$ cat config.mk
export PLATFORM = sky130hd
export DESIGN_NAME = rail_monitor_dev_flat
export DESIGN_NICKNAME = d
export VERILOG_FILES = /design/src/rail_monitor_pkg.sv /design/src/rail_monitor_if.sv /design/src/rail_monitor_dev.sv /design/src/flat_wrapper.sv
export VERILOG_INCLUDE_DIRS = /design/src /design/src/src
export SDC_FILE = /design/constraint.sdc
export NUM_CORES = 1
export LEC_CHECK = 0
export ABC_AREA = 1
export BUFFER_PORTS_ARGS = -buffer_cell sky130_fd_sc_hd__buf_2
export CORE_ASPECT_RATIO = 0.8
export CORE_MARGIN = 5
export CORE_UTILIZATION = 45
export CTS_CLUSTER_DIAMETER = 150
export CTS_CLUSTER_SIZE = 24
export DETAILED_ROUTE_END_ITERATION = 16
export PLACE_DENSITY = 0.65
export REMOVE_ABC_BUFFERS = 1
export SKIP_CTS_REPAIR_TIMING = 1
export SLEW_MARGIN = 20
export SYNTH_ARGS = -nofsm -noshare
export SYNTH_HDL_FRONTEND = slang
export SYNTH_SLANG_ARGS = --single-unit
$ cat constraint.sdc
create_clock -name clk_in -period 1.6 [get_ports clk_in]
set_input_delay 0.32 -clock clk_in [delete_from_list [all_inputs] [get_ports clk_in]]
set_output_delay 0.32 -clock clk_in [all_outputs]
set_load 0.01 [all_outputs]
$ cat src/rail_monitor_params.svh
/*
  constants of the rail monitor and static scaling block: timing, field
  positions, reset values and command field layouts.
  assumes a 20 MHz clock and inclusion by both ends and the package.
*/
`ifndef RAIL_MONITOR_PARAMS_SVH
`define RAIL_MONITOR_PARAMS_SVH

// ==========================================================
// clock and deglitch times
// ==========================================================
`define CLK_PERIOD_NS     50
`define NS_PER_US         1000
`define OV_DGL_SHORT_US   25
`define OV_DGL_LONG_US    45
`define UV_DGL_0_US       5
`define UV_DGL_1_US       15
`define UV_DGL_2_US       25
`define UV_DGL_3_US       40
// least time, rounded up to whole cycles
`define US_TO_CYC(us)     (((us) * `NS_PER_US + `CLK_PERIOD_NS - 1) / `CLK_PERIOD_NS)
`define DGL_CNT_W         10

// ==========================================================
// rail indices and widths
// ==========================================================
`define NUM_RAILS         7
`define RAIL_CORE         0
`define OWN_REG_MASK      7'h07

// ==========================================================
// reaction field layout and reset values
// ==========================================================
`define REACT_OV_LSB      0
`define REACT_UV_LSB      2
`define REACT_OV_RESET    2'h3
`define REACT_UV_RESET    2'h1
`define REACT_NONE        2'h0
`define REACT_SAFE_ONLY   2'h1

// ==========================================================
// scaling field layout
// ==========================================================
`define OFS_W             6
`define OFS_RESET         6'h00
`define OFS_SIGN_BIT      6

// threshold code to half-percent units: 2.5 % is 5 half-percents
`define THR_BASE_HALF_PCT 5'h05
`define THR_W             5

`endif

$ cat src/rail_monitor_pkg.sv
/*
  types shared by both ends of the rail monitor link.
  assumes rail_monitor_params.svh is on the include path.
*/
package rail_monitor_pkg;
  `include "rail_monitor_params.svh"

  typedef enum logic [1:0] {
    CMD_REACTION   = 2'h0,
    CMD_OFFSET     = 2'h1,
    CMD_COMPLEMENT = 2'h2,
    CMD_CLEAR      = 2'h3
  } cmd_sel_t;

  typedef enum logic [1:0] {
    H_IDLE    = 2'h0,
    H_WR_OFS  = 2'h1,
    H_WR_CMP  = 2'h3,
    H_SETTLE  = 2'h2
  } host_state_t;
endpackage : rail_monitor_pkg

$ cat src/rail_monitor_if.sv
/*
  link between the controller and the monitor: a one-cycle command strobe
  with selector and data, and status returned by the device.
  assumes both ends share clk_in.
*/
`timescale 1ns/1ps
interface rail_monitor_if
  import rail_monitor_pkg::*;
();
  logic                  cmd_valid;
  cmd_sel_t              cmd_sel;
  logic [7:0]            cmd_data;
  logic                  init_phase;
  logic [`NUM_RAILS-1:0] ov_flags;
  logic [`NUM_RAILS-1:0] uv_flags;
  logic                  scaling_done;
  logic                  scaling_reject;

  modport device (input cmd_valid, cmd_sel, cmd_data,
                  output init_phase, ov_flags, uv_flags, scaling_done, scaling_reject);
  modport host   (output cmd_valid, cmd_sel, cmd_data,
                  input init_phase, ov_flags, uv_flags, scaling_done, scaling_reject);
endinterface : rail_monitor_if

$ cat src/rail_monitor_dev.sv
/*
  device end: rail overvoltage/undervoltage deglitch, flags, regulator
  switch-off, reset and safety reactions, and static scaling of the core buck.
  assumes comparator results arrive asynchronously; monitor enable, init
  phase and one-time-programmed settings come from logic on clk_in.
*/
`timescale 1ns/1ps

// Behaviour
// - supervise ov/uv on all seven rails
// - own regulator off while overvoltage persists
// - monitoring and flags only when enabled
// - core ov reaction field, default both
// - core uv reaction field, default safety only
// - reaction fields writable only in init
// - ov threshold 2.5 to 10 percent
// - uv threshold -2.5 to -10 percent
// - ov 25/45us, uv 5/15/25/40us deglitch
// - controller scales only during init phase
// - 6-bit offset, 6.25 mV per step
// - controller writes complement of the offset
// - transition starts after matching complement
// - mismatched complement keeps previous voltage
// - clamp limits steps, zero disables scaling
// - range setting: negative only or both
// - sign bit chooses direction when full range
// - thresholds move with validated scaling
// - controller splits large changes into steps
module rail_monitor_dev
  import rail_monitor_pkg::*;
#(
  parameter int                     NUM_RAILS = `NUM_RAILS,
  parameter logic [`NUM_RAILS-1:0]  OWN_MASK  = `OWN_REG_MASK
) (
  input  wire logic                  clk_in,
  input  wire logic                  rst_b_in,
  rail_monitor_if.device             link,
  input  wire logic [NUM_RAILS-1:0]  ov_cmp_in,
  input  wire logic [NUM_RAILS-1:0]  uv_cmp_in,
  input  wire logic                  failsafe_monitor_enable_in,
  input  wire logic                  safety_init_phase_in,
  input  wire logic [NUM_RAILS-1:0]  ov_deglitch_sel_in,
  input  wire logic [2*NUM_RAILS-1:0] uv_deglitch_sel_in,
  input  wire logic [3:0]            core_ov_threshold_code_in,
  input  wire logic [3:0]            core_uv_threshold_code_in,
  input  wire logic [`OFS_W-1:0]     scaling_step_clamp_in,
  input  wire logic                  scaling_range_select_in,
  output logic [NUM_RAILS-1:0]       reg_off_out,
  output logic                       reset_output_n_out,
  output logic                       safety_output_n_out,
  output logic [`OFS_W-1:0]          scaling_offset_out,
  output logic                       scaling_offset_sign_out,
  output logic                       scaling_start_out,
  output logic [`THR_W-1:0]          core_ov_thr_half_pct_out,
  output logic [`THR_W-1:0]          core_uv_thr_half_pct_out
);

  localparam logic [`DGL_CNT_W-1:0] OV_SHORT = `DGL_CNT_W'(`US_TO_CYC(`OV_DGL_SHORT_US));
  localparam logic [`DGL_CNT_W-1:0] OV_LONG  = `DGL_CNT_W'(`US_TO_CYC(`OV_DGL_LONG_US));
  localparam logic [`DGL_CNT_W-1:0] UV_D0    = `DGL_CNT_W'(`US_TO_CYC(`UV_DGL_0_US));
  localparam logic [`DGL_CNT_W-1:0] UV_D1    = `DGL_CNT_W'(`US_TO_CYC(`UV_DGL_1_US));
  localparam logic [`DGL_CNT_W-1:0] UV_D2    = `DGL_CNT_W'(`US_TO_CYC(`UV_DGL_2_US));
  localparam logic [`DGL_CNT_W-1:0] UV_D3    = `DGL_CNT_W'(`US_TO_CYC(`UV_DGL_3_US));

  // ==========================================================
  // comparator synchronisers
  // ==========================================================
  logic [NUM_RAILS-1:0] ov_meta_r;
  logic [NUM_RAILS-1:0] ov_sync_r;
  logic [NUM_RAILS-1:0] uv_meta_r;
  logic [NUM_RAILS-1:0] uv_sync_r;

  always_ff @(posedge clk_in or negedge rst_b_in) begin
    if (!rst_b_in) begin
      ov_meta_r <= '0;
      ov_sync_r <= '0;
      uv_meta_r <= '0;
      uv_sync_r <= '0;
    end else begin
      ov_meta_r <= ov_cmp_in;
      ov_sync_r <= ov_meta_r;
      uv_meta_r <= uv_cmp_in;
      uv_sync_r <= uv_meta_r;
    end
  end

  // ==========================================================
  // deglitch per rail
  // ==========================================================
  logic [NUM_RAILS-1:0] ov_qual;
  logic [NUM_RAILS-1:0] uv_qual;

  genvar gi;
  generate
    for (gi = 0; gi < NUM_RAILS; gi++) begin : g_rail
      logic [`DGL_CNT_W-1:0] ov_cnt_r;
      logic [`DGL_CNT_W-1:0] uv_cnt_r;
      logic [`DGL_CNT_W-1:0] ov_lim;
      logic [`DGL_CNT_W-1:0] uv_lim;
      assign ov_lim = ov_deglitch_sel_in[gi] ? OV_LONG : OV_SHORT;
      always_comb begin
        case (uv_deglitch_sel_in[2*gi +: 2])
          2'h0:    uv_lim = UV_D0;
          2'h1:    uv_lim = UV_D1;
          2'h2:    uv_lim = UV_D2;
          default: uv_lim = UV_D3;
        endcase
      end
      always_ff @(posedge clk_in or negedge rst_b_in) begin
        if (!rst_b_in) begin
          ov_cnt_r <= '0;
          uv_cnt_r <= '0;
        end else begin
          if (!(failsafe_monitor_enable_in && ov_sync_r[gi]))
            ov_cnt_r <= '0;
          else if (ov_cnt_r != ov_lim)
            ov_cnt_r <= ov_cnt_r + 1'b1;
          if (!(failsafe_monitor_enable_in && uv_sync_r[gi]))
            uv_cnt_r <= '0;
          else if (uv_cnt_r != uv_lim)
            uv_cnt_r <= uv_cnt_r + 1'b1;
        end
      end
      assign ov_qual[gi] = failsafe_monitor_enable_in && ov_sync_r[gi] && (ov_cnt_r == ov_lim);
      assign uv_qual[gi] = failsafe_monitor_enable_in && uv_sync_r[gi] && (uv_cnt_r == uv_lim);
    end
  endgenerate

  // ==========================================================
  // sticky flags, set wins over clear
  // ==========================================================
  logic                 clear_cmd;
  logic [NUM_RAILS-1:0] ov_flags_r;
  logic [NUM_RAILS-1:0] uv_flags_r;

  assign clear_cmd = link.cmd_valid && (link.cmd_sel == CMD_CLEAR);

  // flags set only from qualified faults
  always_ff @(posedge clk_in or negedge rst_b_in) begin
    if (!rst_b_in) begin
      ov_flags_r <= '0;
      uv_flags_r <= '0;
    end else begin
      ov_flags_r <= (clear_cmd ? '0 : ov_flags_r) | ov_qual;
      uv_flags_r <= (clear_cmd ? '0 : uv_flags_r) | uv_qual;
    end
  end

  assign link.ov_flags   = ov_flags_r;
  assign link.uv_flags   = uv_flags_r;
  assign link.init_phase = safety_init_phase_in;

  // ==========================================================
  // regulator switch-off
  // ==========================================================
  // off only for own regulators, released when fault clears
  always_ff @(posedge clk_in or negedge rst_b_in) begin
    if (!rst_b_in)
      reg_off_out <= '0;
    else
      reg_off_out <= ov_qual & OWN_MASK;
  end

  // ==========================================================
  // core reaction fields and outputs
  // ==========================================================
  logic [1:0] core_ov_reaction_sel_r;
  logic [1:0] core_uv_reaction_sel_r;
  logic       react_safe;
  logic       react_reset;

  // writes outside init phase are ignored
  always_ff @(posedge clk_in or negedge rst_b_in) begin
    if (!rst_b_in) begin
      core_ov_reaction_sel_r <= `REACT_OV_RESET;
      core_uv_reaction_sel_r <= `REACT_UV_RESET;
    end else if (link.cmd_valid && link.cmd_sel == CMD_REACTION && safety_init_phase_in) begin
      core_ov_reaction_sel_r <= link.cmd_data[`REACT_OV_LSB +: 2];
      core_uv_reaction_sel_r <= link.cmd_data[`REACT_UV_LSB +: 2];
    end
  end

  // decode: 01 safety only, 1x both
  always_comb begin
    react_safe  = 1'b0;
    react_reset = 1'b0;
    if (ov_qual[`RAIL_CORE] && core_ov_reaction_sel_r != `REACT_NONE) begin
      react_safe  = 1'b1;
      react_reset = (core_ov_reaction_sel_r != `REACT_SAFE_ONLY);
    end
    if (uv_qual[`RAIL_CORE] && core_uv_reaction_sel_r != `REACT_NONE) begin
      react_safe  = 1'b1;
      react_reset = react_reset || (core_uv_reaction_sel_r != `REACT_SAFE_ONLY);
    end
  end

  always_ff @(posedge clk_in or negedge rst_b_in) begin
    if (!rst_b_in) begin
      safety_output_n_out <= 1'b1;
      reset_output_n_out  <= 1'b1;
    end else begin
      safety_output_n_out <= !react_safe;
      reset_output_n_out  <= !react_reset;
    end
  end

  // ==========================================================
  // static scaling
  // ==========================================================
  logic [`OFS_W-1:0] req_ofs_r;
  logic              req_sign_r;
  logic [`OFS_W-1:0] clamped_ofs;
  logic              cmp_cmd;
  logic              cmp_good;

  // a later offset write simply replaces the pending one
  always_ff @(posedge clk_in or negedge rst_b_in) begin
    if (!rst_b_in) begin
      req_ofs_r  <= `OFS_RESET;
      req_sign_r <= 1'b0;
    end else if (link.cmd_valid && link.cmd_sel == CMD_OFFSET && safety_init_phase_in) begin
      req_ofs_r  <= link.cmd_data[`OFS_W-1:0];
      req_sign_r <= link.cmd_data[`OFS_SIGN_BIT];
    end
  end

  // clamp code c allows c steps, so top code is c
  assign clamped_ofs = (req_ofs_r > scaling_step_clamp_in) ? scaling_step_clamp_in : req_ofs_r;
  assign cmp_cmd     = link.cmd_valid && link.cmd_sel == CMD_COMPLEMENT && safety_init_phase_in;
  // complement must be the exact inverse
  assign cmp_good    = (link.cmd_data[`OFS_W-1:0] == ~req_ofs_r);

  always_ff @(posedge clk_in or negedge rst_b_in) begin
    if (!rst_b_in) begin
      scaling_offset_out      <= `OFS_RESET;
      scaling_offset_sign_out <= 1'b0;
      scaling_start_out       <= 1'b0;
      link.scaling_done       <= 1'b0;
      link.scaling_reject     <= 1'b0;
    end else begin
      scaling_start_out   <= cmp_cmd && cmp_good;
      link.scaling_done   <= cmp_cmd && cmp_good;
      link.scaling_reject <= cmp_cmd && !cmp_good;
      if (cmp_cmd && cmp_good) begin
        scaling_offset_out      <= clamped_ofs;
        // negative only unless full range is selected
        scaling_offset_sign_out <= scaling_range_select_in && req_sign_r;
      end
    end
  end

  // ==========================================================
  // core thresholds
  // ==========================================================
  // thresholds are relative to the live target, which moves
  // in the same cycle as the scaling start
  always_ff @(posedge clk_in or negedge rst_b_in) begin
    if (!rst_b_in) begin
      core_ov_thr_half_pct_out <= `THR_BASE_HALF_PCT;
      core_uv_thr_half_pct_out <= `THR_BASE_HALF_PCT;
    end else begin
      core_ov_thr_half_pct_out <= `THR_BASE_HALF_PCT + `THR_W'(core_ov_threshold_code_in);
      core_uv_thr_half_pct_out <= `THR_BASE_HALF_PCT + `THR_W'(core_uv_threshold_code_in);
    end
  end
endmodule : rail_monitor_dev

$ cat src/flat_wrapper.sv
// flat-port wrapper written by rule: the top's interface ports become plain ports
module rail_monitor_dev_flat import rail_monitor_pkg::*;
#(
  parameter int                     NUM_RAILS = `NUM_RAILS,
  parameter logic [`NUM_RAILS-1:0]  OWN_MASK  = `OWN_REG_MASK
)
  (clk_in, rst_b_in, ov_cmp_in, uv_cmp_in, failsafe_monitor_enable_in, safety_init_phase_in, ov_deglitch_sel_in, uv_deglitch_sel_in, core_ov_threshold_code_in, core_uv_threshold_code_in, scaling_step_clamp_in, scaling_range_select_in, reg_off_out, reset_output_n_out, safety_output_n_out, scaling_offset_out, scaling_offset_sign_out, scaling_start_out, core_ov_thr_half_pct_out, core_uv_thr_half_pct_out, link_cmd_valid, link_cmd_sel, link_cmd_data, link_init_phase, link_ov_flags, link_uv_flags, link_scaling_done, link_scaling_reject);
  rail_monitor_if link_i ();
  input  wire logic clk_in;
  input  wire logic rst_b_in;
  input  wire logic [NUM_RAILS-1:0] ov_cmp_in;
  input  wire logic [NUM_RAILS-1:0] uv_cmp_in;
  input  wire logic failsafe_monitor_enable_in;
  input  wire logic safety_init_phase_in;
  input  wire logic [NUM_RAILS-1:0] ov_deglitch_sel_in;
  input  wire logic [2*NUM_RAILS-1:0] uv_deglitch_sel_in;
  input  wire logic [3:0] core_ov_threshold_code_in;
  input  wire logic [3:0] core_uv_threshold_code_in;
  input  wire logic [`OFS_W-1:0] scaling_step_clamp_in;
  input  wire logic scaling_range_select_in;
  output logic [NUM_RAILS-1:0] reg_off_out;
  output logic reset_output_n_out;
  output logic safety_output_n_out;
  output logic [`OFS_W-1:0] scaling_offset_out;
  output logic scaling_offset_sign_out;
  output logic scaling_start_out;
  output logic [`THR_W-1:0] core_ov_thr_half_pct_out;
  output logic [`THR_W-1:0] core_uv_thr_half_pct_out;
  input wire logic [$bits(link_i.cmd_valid)-1:0] link_cmd_valid;
  input wire logic [$bits(link_i.cmd_sel)-1:0] link_cmd_sel;
  input wire logic [$bits(link_i.cmd_data)-1:0] link_cmd_data;
  output wire logic [$bits(link_i.init_phase)-1:0] link_init_phase;
  output wire logic [$bits(link_i.ov_flags)-1:0] link_ov_flags;
  output wire logic [$bits(link_i.uv_flags)-1:0] link_uv_flags;
  output wire logic [$bits(link_i.scaling_done)-1:0] link_scaling_done;
  output wire logic [$bits(link_i.scaling_reject)-1:0] link_scaling_reject;
  assign link_i.cmd_valid = link_cmd_valid;
  assign link_i.cmd_sel = link_cmd_sel;
  assign link_i.cmd_data = link_cmd_data;
  assign link_init_phase = link_i.init_phase;
  assign link_ov_flags = link_i.ov_flags;
  assign link_uv_flags = link_i.uv_flags;
  assign link_scaling_done = link_i.scaling_done;
  assign link_scaling_reject = link_i.scaling_reject;
  rail_monitor_dev #(.NUM_RAILS(NUM_RAILS), .OWN_MASK(OWN_MASK)) u_core (.clk_in(clk_in), .rst_b_in(rst_b_in), .link(link_i), .ov_cmp_in(ov_cmp_in), .uv_cmp_in(uv_cmp_in), .failsafe_monitor_enable_in(failsafe_monitor_enable_in), .safety_init_phase_in(safety_init_phase_in), .ov_deglitch_sel_in(ov_deglitch_sel_in), .uv_deglitch_sel_in(uv_deglitch_sel_in), .core_ov_threshold_code_in(core_ov_threshold_code_in), .core_uv_threshold_code_in(core_uv_threshold_code_in), .scaling_step_clamp_in(scaling_step_clamp_in), .scaling_range_select_in(scaling_range_select_in), .reg_off_out(reg_off_out), .reset_output_n_out(reset_output_n_out), .safety_output_n_out(safety_output_n_out), .scaling_offset_out(scaling_offset_out), .scaling_offset_sign_out(scaling_offset_sign_out), .scaling_start_out(scaling_start_out), .core_ov_thr_half_pct_out(core_ov_thr_half_pct_out), .core_uv_thr_half_pct_out(core_uv_thr_half_pct_out));
endmodule
=== Word level (Yosys, flattened, before mapping) ===
Index checks and enable logic that the tools add are counted.

* Latch bits: 0
* ROM bits: 0
* Flip-flop bits (word level): 217
* Output and inout port bits: 44
* Memory bits (writable): 0
* Memories kept: 0
* Logic and storage cells: 218

* Shift operators: 0
* Div/mod/pow operators: 0
* Bitwise logic cells: 3
* Equal/unequal tests: 62
* Add/subtract/negate cells: 16
* Reduce and logical (&&, ||, !) cells: 54
* Multipliers: 0
* Order comparisons: 1
* Multiplexer cells: 49

{| class="wikitable"
|+ Operators with widths
! kind !! number
|-
| $mux W10 || 35
|-
| $pmux W10 S3 || 7
|-
| $add A10 B1 Y10 const B || 14
|-
| $eq A10 B10 Y1 || 14
|-
| $ne A10 B10 Y1 || 14
|-
| $logic_and A1 B1 Y1 || 40
|-
| $ne A2 B2 Y1 const B || 13
|-
| $eq A2 B2 Y1 const B || 9
|-
| $eq A2 B1 Y1 const B || 8
|-
| $logic_not A2 Y1 || 8
|-
| $mux W7 || 2
|-
| $or A7 B7 Y7 || 2
|-
| $add A3 B4 Y5 const A || 2
|-
| $eq A6 B6 Y1 || 1
|-
| $gt A6 B6 Y1 || 1
|-
| $mux W6 || 1
|-
| $ne A2 B1 Y1 const B || 3
|-
| $not A6 Y6 || 1
|-
| $mux W1 || 4
|-
| $reduce_bool A2 Y1 || 2
|-
| $logic_not A1 Y1 || 3
|-
| $logic_or A1 B1 Y1 || 1
|}

=== Depth between registers and ports, before layout ===
Gate-level depths: netlist of the first run.

* Word-level depth: 8
* Mapped depth: 11

=== Worst setup path after synthesis of the first run ===
Ideal clock, no wire load.

* Path kind: reg-to-reg
* From: register u_core.req_ofs_r[5]
* To: register u_core.scaling_offset_out[0]
* Stages on the path, launching flop included: 11
* Slack: 56 ps
* Setup time: 117 ps
* Path buffers: 0
* Data required time: 1,483 ps
* Arrival time: 1,426 ps
* Cell sequence: dfrtp_1 -> ha_1 -> nand2_1 -> nor2_1 -> o21ai_0 -> nand3_1 -> nand2_1 -> nand2_1 -> nand2_1 -> nand2_1 -> nand2_1

* Longest elaborated chain between the ends: 3

{| class="wikitable"
|+ RTL lines
! item !! RTL line !! source
|-
| from (decl) || rail_monitor_dev.sv:210 || <nowiki>logic [`OFS_W-1:0] req_ofs_r;</nowiki>
|-
| from (signal assigned) || rail_monitor_dev.sv:219 || <nowiki>req_ofs_r <= `OFS_RESET;</nowiki>
|-
| from (signal assigned) || rail_monitor_dev.sv:222 || <nowiki>req_ofs_r <= link.cmd_data[`OFS_W-1:0];</nowiki>
|-
| branches (longest 3 deep; another with $gt A6 B6 Y1) || -- ||
|-
| to (signal assigned) || rail_monitor_dev.sv:235 || <nowiki>scaling_offset_out <= `OFS_RESET;</nowiki>
|-
| to (signal assigned) || rail_monitor_dev.sv:245 || <nowiki>scaling_offset_out <= clamped_ofs;</nowiki>
|-
| to (decl) || rail_monitor_dev.sv:51 || <nowiki>output logic [`OFS_W-1:0] scaling_offset_out,</nowiki>
|}

Several ways; the timed one is not identified.
A chain may end at the register's enable or synchronous reset.

=== Worst setup path after layout of the first run ===
* From: register u_core.req_ofs_r[3]
* To: register u_core.scaling_offset_out[1]

Same word-level chain as after synthesis.

==> impl_metrics.ini, run 1 <==
[synthesis]
ys_seq_area_share_pct = 45.6
synth-edff-count = 0
synth_largest_area_cell = dfrtp_1
synth_area_leaders = dfrtp_1 44%, nand2_1 11%, inv_1 6.7%
ys_async_sr_fraction_pct = 100
synthCells = 1543
netlist_area_um2 = 11900
synth_seq_cells = 217
ys_warn_count = 0
yosysTopAreaCellShare_pct = 43.6
ys.flop_type = dfrtp_1
synth_cell_types = 45
synth_area_per_cell_um2 = 7.73

[route]
via_count = 10200
top_layer = met4
wl_met2_um = 11700
drc = 0
wirelength_um = 25600
drt_iter0_drc = 598
viasPerCell = 4.95
wl_per_cell_um = 12.5
met3WireLength_um = 810
wl_met1_um = 12800
ant_nets = 0
first_pass_iters = 5

[pwr]
vdd_drop_max_uv = 698
powerDensity_nw_per_um2 = 747
p_leak_nw = 6.77

[final_layout]
nets = 1790
diodes = 0
final_util_pct = 52.6
n_fill_cell = 2474
synthToLayoutAreaGrowth_pct = 15.5
drive_above_1_share_pct = 14.4

[worst_setup_path]
crit_path_end_kind = register
worst-path-buf-inv = 0
crit_path_top_delay_cell = dfrtp_1
start_kind = register
worst-r2r-cell-count = 8
r2r-start = u_core.req_ofs_r[3]$_DFFE_PN0P_
timing.rr.end = u_core.scaling_offset_out[1]$_DFFE_PN0P_
crit_fanout = 6
critPathArrivalTime_ps = 1960
r2r_setup_slack_ps = 20
crit_top_cell = nand2_1
critical_path_class = register to register
required_ps = 1980
crit_chain = ha_4, nand2_1, nor2_2, nand3_1, nand2_2, nand2_1, nand3_1, nand2_1
cp_top_family = simple AND/OR/NAND/NOR gates
max_stage_delay_ps = 450

[clock_network]
htree_num_levels = 1
cts_sinks = 217
cts_root_buffer = clkbuf_16
clkSlewWorstSetupHoldPaths_ps = 90
clock_latency_ps = 470
clk_path_buf_depth = 3
cts_tree = done
numCtsBuffers = 13

[placement]
place_congestion = 0.886
port_buffers = 103
hpwl_um = 18800
place_ws_ps = -89.0

[status]
status = finished clean

[grt]
antenna_found_initial = 0
grt.overflow.total = 0
gr-usage-all-layers_pct = 17.0
grt_pass1_vias = 9370
grt_max_degree = 51
grt_pass1_wl_um = 43700

[min_path]
hold_path.class = input pin to register
holdPathStages = 2
min_from = core_uv_threshold_code_in[2]
hold_end = u_core.core_uv_thr_half_pct_out[2]$_DFF_PN1_

[timing]
timing.fmax_mhz = 631
period_minus_slack_ps = 1580
fin_tns_setup_ps = 0
finalWorstSetupSlack_ps = 15.6
holdWs_ps = 22.3
finalCritPeriodShare_pct = 99.0
hold_viol = 0
grt_setup_unrepaired = true
clock_skew_ps = 19.5
setup_viol = 0
slew_viol_final = 0

[floorplan]
core.rowCount = 53
die_y_um = 156
fp.dieArea_um2 = 29900
core_um2 = 26200
die_w_um = 192
ios = 109
start_util_pct = 45.5

[flow_run]
maxCapViolCount = 0
## synth_stat cells, types with 10 or more instances
master	count
nand3_1	152
nor2_1	139
ha_1	36
dfrtp_1	208
xor2_1	36
nor3_1	39
nand4_1	29
nand3b_1	16
inv_1	214
o21ai_0	92
nand2_1	357
a21oi_1	73
nor4_1	10
nor2_2	12
o21ai_1	17
## power breakdown
group / internal (mW) / switching [mW] / total [mW]
Combinational: 0.436 / 0.685 / 1.12
Sequential: 5.65 / 0.103 / 5.76
Clock: 1.55 / 1.85 / 3.40
Total: 7.65 / 2.64 / 10.3
## cells in the final DEF (no fill, tap or decap), drive strengths merged
master       netlist  final
xnor2              9      9
nand3b            16     16
clkbuf             6     17
buf               18    134
nor2b              1      1
nand4             29     29
a31oi              9      9
o21bai             5      5
o31ai              3      3
dfstp              9      9
nand3            157    157
o21ai            112    112
dlygate4sd3        0     17
o22ai              3      3
clkinv             1      2
and2               2      2
or2                3      3
and3               3      3
nand2            360    361
conb               1      4
dfrtp            208    208
mux2               1      1
and2b              1      1
a21oi             73     73
nor4              10     10
inv              223    224
nor3              45     45
xor2              36     36
nor3b              6      6
nor2             155    155
o21a               2      2
ha                36     36
## metrics by stage
stage,area (µm²),std cells,total power [mW]
floorplan,11800,1522,6.39
global placement,13000,2008,6.90
detailed placement,13000,2008,6.92
CTS,13400,2027,10.4
global route,13800,2050,10.9
finish,13800,2050,10.3
## area by class of cell
| class | instances | area, µm² | area share [%] |
|---|---|---|---|
| inverters | 224 | 841 | 6.11 |
| clock inverters | 2 | 38.8 | 0.282 |
| well taps | 357 | 447 | 3.24 |
| repair buffers | 151 | 998 | 7.25 |
| multi-input cells | 1082 | 5660 | 41.1 |
| clock buffers | 17 | 340 | 2.47 |
| flip-flops and latches | 217 | 5440 | 39.5 |
## state kept, by name, summed over array words and instances, names as in the netlist, 7 cells and up
signal and flops:
u_core.g_rail.ov_cnt_r 70, u_core.g_rail.uv_cnt_r 70, u_core.link.ov_flags 7, u_core.link.uv_flags 7, u_core.ov_meta_r 7, u_core.ov_sync_r 7
u_core.uv_meta_r 7, u_core.uv_sync_r 7
## metal layers
metal	vias to the layer above	track usage, %
li1	5270	-
met1	4719	24.9
met2	152	28.0
met3	15	2.06
met4	0	2.55
met5	-	0
## cell families (layout without fill, tap and decap cells)
kind of cell	count (synthesis)	after routing	synth area share, %
flops	217	217	45.6
other cells	1	4	0.0314
xor+xnor	45	45	3.31
fa+ha+maj	36	36	3.78
mux	1	1	0.0944
buf+inv	248	394	8.27
compound gates	207	207	9.12
simple gates	788	789	29.8
## worst max path at each step
stage                                                        start                                        to  slack, ps  cells after the start
after CTS                          u_core.req_ofs_r[4]$_DFFE_PN0P_  u_core.scaling_offset_out[1]$_DFFE_PN0P_        -40                      8
final                              u_core.req_ofs_r[3]$_DFFE_PN0P_  u_core.scaling_offset_out[1]$_DFFE_PN0P_         20                      8
after global placement                    scaling_step_clamp_in[5]  u_core.scaling_offset_out[2]$_DFFE_PN0P_        -50                     10
after global routing      u_core.g_rail[0].uv_cnt_r[1]$_DFFE_PN0P_  u_core.g_rail[0].uv_cnt_r[1]$_DFFE_PN0P_       -100                     11
after floorplan                    u_core.req_ofs_r[5]$_DFFE_PN0P_  u_core.scaling_offset_out[0]$_DFFE_PN0P_         60                     10
after detailed placement                  scaling_step_clamp_in[5]  u_core.scaling_offset_out[1]$_DFFE_PN0P_        -90                     10
Note: power is estimated with default switching activity, not from simulation.
==> run 2, diff against run 1 <==
PLACE_DENSITY = 0.62   (was 0.65)
clock period = 1.9 ns   (was 1.6 ns; I/O delays follow)
==> impl_metrics.ini, run 2 (same netlist as run 1, synthesis figures left out) <==
[grt]
grt_pass1_vias = 9335
antenna_found_initial = 1
grt_max_degree = 66
gr-usage-all-layers_pct = 17.3
grt_pass1_wl_um = 44100
grt.overflow.total = 0

[worst_setup_path]
r2r-start = u_core.req_ofs_r[5]$_DFFE_PN0P_
crit_path_end_kind = register
r2r_setup_slack_ps = 220
timing.rr.end = u_core.scaling_offset_out[1]$_DFFE_PN0P_
crit_end = u_core.scaling_offset_out[1]$_DFFE_PN0P_
worst-r2r-cell-count = 9
critPathArrivalTime_ps = 2060
critical_path_class = register to register
start_kind = register
crit_start = u_core.req_ofs_r[5]$_DFFE_PN0P_
crit_fanout = 5
required_ps = 2290

[floorplan]
ios = 109
core_um2 = 26200
die_w_um = 192
core.rowCount = 53
die_y_um = 156
start_util_pct = 45.5
fp.dieArea_um2 = 29900

[route]
ant_nets = 0
drt_iter0_drc = 513
wl_per_cell_um = 12.5
wirelength_um = 25400
viasPerCell = 4.95
drc = 0
via_count = 10000
first_pass_iters = 5

[placement]
place_congestion = 0.889
port_buffers = 103
hpwl_um = 18700

[timing]
period_minus_slack_ps = 1680
hold_viol = 0
max-slew-margin-rel_pct = 61.6
setup_viol = 0
tightest_slew_ps = 576
finalCritPeriodShare_pct = 88.3
clock_skew_ps = 27.3
timing.fmax_mhz = 596
slew_viol_final = 0
fin_tns_setup_ps = 0
grt_setup_unrepaired = false

[final_layout]
drive_above_1_share_pct = 11.2
synthToLayoutAreaGrowth_pct = 13.0
final_common_cell = nand2_1
diodes = 0
layout_common_cells = 356 x nand2_1, 214 x inv_1, 208 x dfrtp_1, 152 x nand3_1, 139 x nor2_1
nets = 1770
top_regs = u_core.g_rail.ov_cnt_r x70, u_core.g_rail.uv_cnt_r x70
final_util_pct = 51.4

[clock_network]
clk_path_buf_depth = 3
cts_tree = done
numCtsBuffers = 13
clock_latency_ps = 500
cts_root_buffer = clkbuf_16
clkSlewWorstSetupHoldPaths_ps = 90
cts_sinks = 217
htree_num_levels = 1

[pwr]
vdd_drop_max_uv = 575
p_leak_nw = 6.68
powerDensity_nw_per_um2 = 639

[min_path]
hold_path.class = input pin to register

[flow_run]
maxCapViolCount = 0

[status]
status = finished clean
[run 2: cell count changes in the layout (fill, tap and decap cells not counted), moves of 5 or more]
cell     delta
nand3_2     -8
inv_1      +10
ha_1        +5
nor2_2      -6
nor2_1      +6
inv_2      -10
buf_4      -15
nand3_1     +9
[run 2: layer usage]
| metal | vias to the layer above | global-route usage, % | part of all wire (%) |
|---|---|---|---|
| li1 | 5239 | - | - |
| met5 | - | 0 | 0.028 |
| met4 | 2 | 2.89 | 1.4 |
| met2 | 168 | 27.3 | 44 |
| met3 | 22 | 2.48 | 4.5 |
| met1 | 4613 | 25.9 | 50 |
[run 2: stage by stage]
step,hold slack (ps),cell area (µm²),setup WS [ps],instances,power [mW]
2_1_floorplan,84.4,11800,337,1522,5.38
3_3_place_gp,332,13000,121,1997,5.80
3_5_place_dp,336,13000,93.1,1997,5.82
4_1_cts,-130,13300,170,2016,8.78
5_1_grt,2.46,13500,18.6,2030,9.11
6_report,23.4,13500,223,2030,8.61
[run 2: cell type report]
cell class / instances / area [µm²]
Timing Repair Buffer: 132 / 853
Clock buffer: 17 / 340
Tap cell: 357 / 447
Clock inverter: 2 / 38.8
Multi-Input combinational cell: 1081 / 5510
Fill cell: 2550 / 12700
Inverter: 224 / 841
Sequential cell: 217 / 5440
[run 2: critical path: stages, from the launching register on]
cell and delay, ps:
dfrtp_1 430, ha_1 310, nand2_1 70, nor2_1 130, o21ai_0 90, nand3_1 180
buf_4 150, nand3_1 70, nand3_1 100, nand2_1 50
[run 2: worst min path at each step]
stage,slack [ps],start,end,depth (start not counted)
after floorplan,80,rst_b_in,u_core.core_ov_thr_half_pct_out[1]$_DFF_PN0_,0
after global placement,330,u_core.uv_meta_r[3]$_DFF_PN0_,u_core.uv_sync_r[3]$_DFF_PN0_,0
after detailed placement,340,u_core.uv_meta_r[4]$_DFF_PN0_,u_core.uv_sync_r[4]$_DFF_PN0_,0
after CTS,-130,rst_b_in,u_core.g_rail[1].ov_cnt_r[8]$_DFFE_PN0N_,1
after global routing,2,uv_cmp_in[2],u_core.uv_meta_r[2]$_DFF_PN0_,1
final,20,core_ov_threshold_code_in[0],u_core.core_ov_thr_half_pct_out[0]$_DFF_PN1_,2
[run 2: report_power, final]
group | switching (mW) | internal (mW)
Clock | 1.56 | 1.31
Combinational | 0.561 | 0.333
Sequential | 0.0889 | 4.76
Total | 2.21 | 6.40
==> run 3, diff against run 2 <==
CTS_BUF_LIST = sky130_fd_sc_hd__clkbuf_16   (was default)
PLACE_DENSITY = 0.65   (was 0.62)
clock period = 1.37 ns   (was 1.9 ns; I/O delays follow)
==> impl_metrics.ini, run 3 (same netlist as run 1, synthesis figures left out) <==
[final_layout]
nets = 1947
stdcell_area_um2 = 16400
seq_area_um2 = 5470
final_common_cell = nand2_1
layout_common_cells = 318 x nand2_1, 183 x dfrtp_1, 175 x inv_1, 151 x buf_4, 97 x nor2_1
synthToLayoutAreaGrowth_pct = 37.8
final_util_pct = 62.8
drive_above_1_share_pct = 35.3
n_fill_cell = 2148
multiInputGateArea_um2 = 6960
diodes = 0
top_regs = u_core.g_rail.ov_cnt_r x70, u_core.g_rail.uv_cnt_r x70
layoutNonFillerInstCount = 2207

[worst_setup_path]
start_kind = register
r2r_setup_slack_ps = -210
critPathArrivalTime_ps = 2020
critical_path_class = register to register
required_ps = 1810
crit_fanout = 7
crit_path_end_kind = register

[grt]
gr-usage-all-layers_pct = 18.1
grt_max_degree = 40
antenna_found_initial = 0
grt_pass1_vias = 10100
grt_pass1_wl_um = 46200
grt.overflow.total = 0

[route]
met3WireLength_um = 1170
first_pass_iters = 4
wl_per_cell_um = 13.8
ant_nets = 0
viasPerCell = 5.05
wirelength_um = 30500
via_count = 11100
drc = 0
top_layer = met4
wl_met1_um = 14200
drt_iter0_drc = 638
wl_met2_um = 14600

[placement]
dp.cells = 2112
postPlaceCellArea_um2 = 13800
hpwl_um = 20100
place_congestion = 0.896
port_buffers = 103

[clock_network]
clk_path_buf_depth = 3
cts_root_buffer = clkbuf_16
numCtsBuffers = 13
cts_sinks = 217
htree_num_levels = 1
clkSlewWorstSetupHoldPaths_ps = 100
clock_latency_ps = 490
cts_tree = done

[pwr]
powerDensity_nw_per_um2 = 767
vdd_drop_max_uv = 1160
p_leak_nw = 7.78

[timing]
clock_skew_ps = 24.5
slew_viol_final = 0
hold_viol = 0
setup_viol = 59
timing.fmax_mhz = 631
period_minus_slack_ps = 1580
finalCritPeriodShare_pct = 116
grt_setup_unrepaired = true
finalWorstSetupSlack_ps = -214

[flow_run]
maxCapViolCount = 0

[floorplan]
die_w_um = 192
die_y_um = 156
start_util_pct = 45.5
core_um2 = 26200
ios = 109
fp.dieArea_um2 = 29900
core.rowCount = 53

[min_path]
hold_path.class = input pin to register

[status]
violations = setup timing
status = finished with violations
## run 3: cell types whose count changed in the layout (fill, tap and decap cells not counted), sizes merged
cell         change
clkbuf           -4
buf            +169
inv              +4
nand2            +1
dlygate4sd3      +7
## run 3: worst paths after layout
path	startpoint	to	depth (start not counted)
max in group asynchronous	rst_b_in	u_core.core_uv_thr_half_pct_out[0]$_DFF_PN1_	3
worst max-delay path	u_core.req_ofs_r[3]$_DFFE_PN0P_	u_core.scaling_offset_out[4]$_DFFE_PN0P_	8
min in group asynchronous	rst_b_in	u_core.scaling_offset_out[0]$_DFFE_PN0P_	2
worst max register to register	u_core.req_ofs_r[3]$_DFFE_PN0P_	u_core.scaling_offset_out[4]$_DFFE_PN0P_	8
worst min register to register	u_core.uv_meta_r[6]$_DFF_PN0_	u_core.uv_sync_r[6]$_DFF_PN0_	0
worst min-delay path	link_cmd_data[6]	u_core.req_sign_r$_DFFE_PN0P_	2
## run 3: stage by stage
| step | setup WS, ps | hold WS, ps | power (mW) | setup TNS, ps |
|---|---|---|---|---|
| 2_1_floorplan | -174 | -21.6 | 7.47 | -1120 |
| 3_3_place_gp | -216 | 181 | 8.24 | -2870 |
| 3_5_place_dp | -238 | 186 | 8.28 | -4410 |
| 4_1_cts | -224 | -357 | 12.4 | -5850 |
| 5_1_grt | -290 | 1.81 | 13.3 | -11630 |
| 6_report | -214 | 9.76 | 12.6 | -4470 |
## run 3: final cells by class
class	count	share of cell area [%]
clock buffer	13	1.98
clock inverter	6	0.327
multi-input combinational	1082	42.3
inverter	224	5.13
tap	357	2.72
timing repair buffer	308	14.2
sequential	217	33.3
## run 3: per-layer routing
layer / GRT usage [%] / vias up
li1: - / 5605
met1: 26.4 / 5306
met2: 29.4 / 205
met3: 2.26 / 33
met4: 3.70 / 0
met5: 0 / -
## run 3: report_power, final
group | switching (mW) | internal (mW) | leakage, nW
Clock | 2.24 | 1.79 | 0.197
Combinational | 1.03 | 0.814 | 4.73
Sequential | 0.127 | 6.61 | 2.85
Total | 3.40 | 9.21 | 7.78
## run 3: critical path, cell delays in order (launching register included)
cell	delay [ps]
dfrtp_1	430
buf_4	160
nand2_1	50
nand2_1	60
nor3b_2	250
nand3_2	150
nor2_4	260
nand3_1	100
nand2_1	70
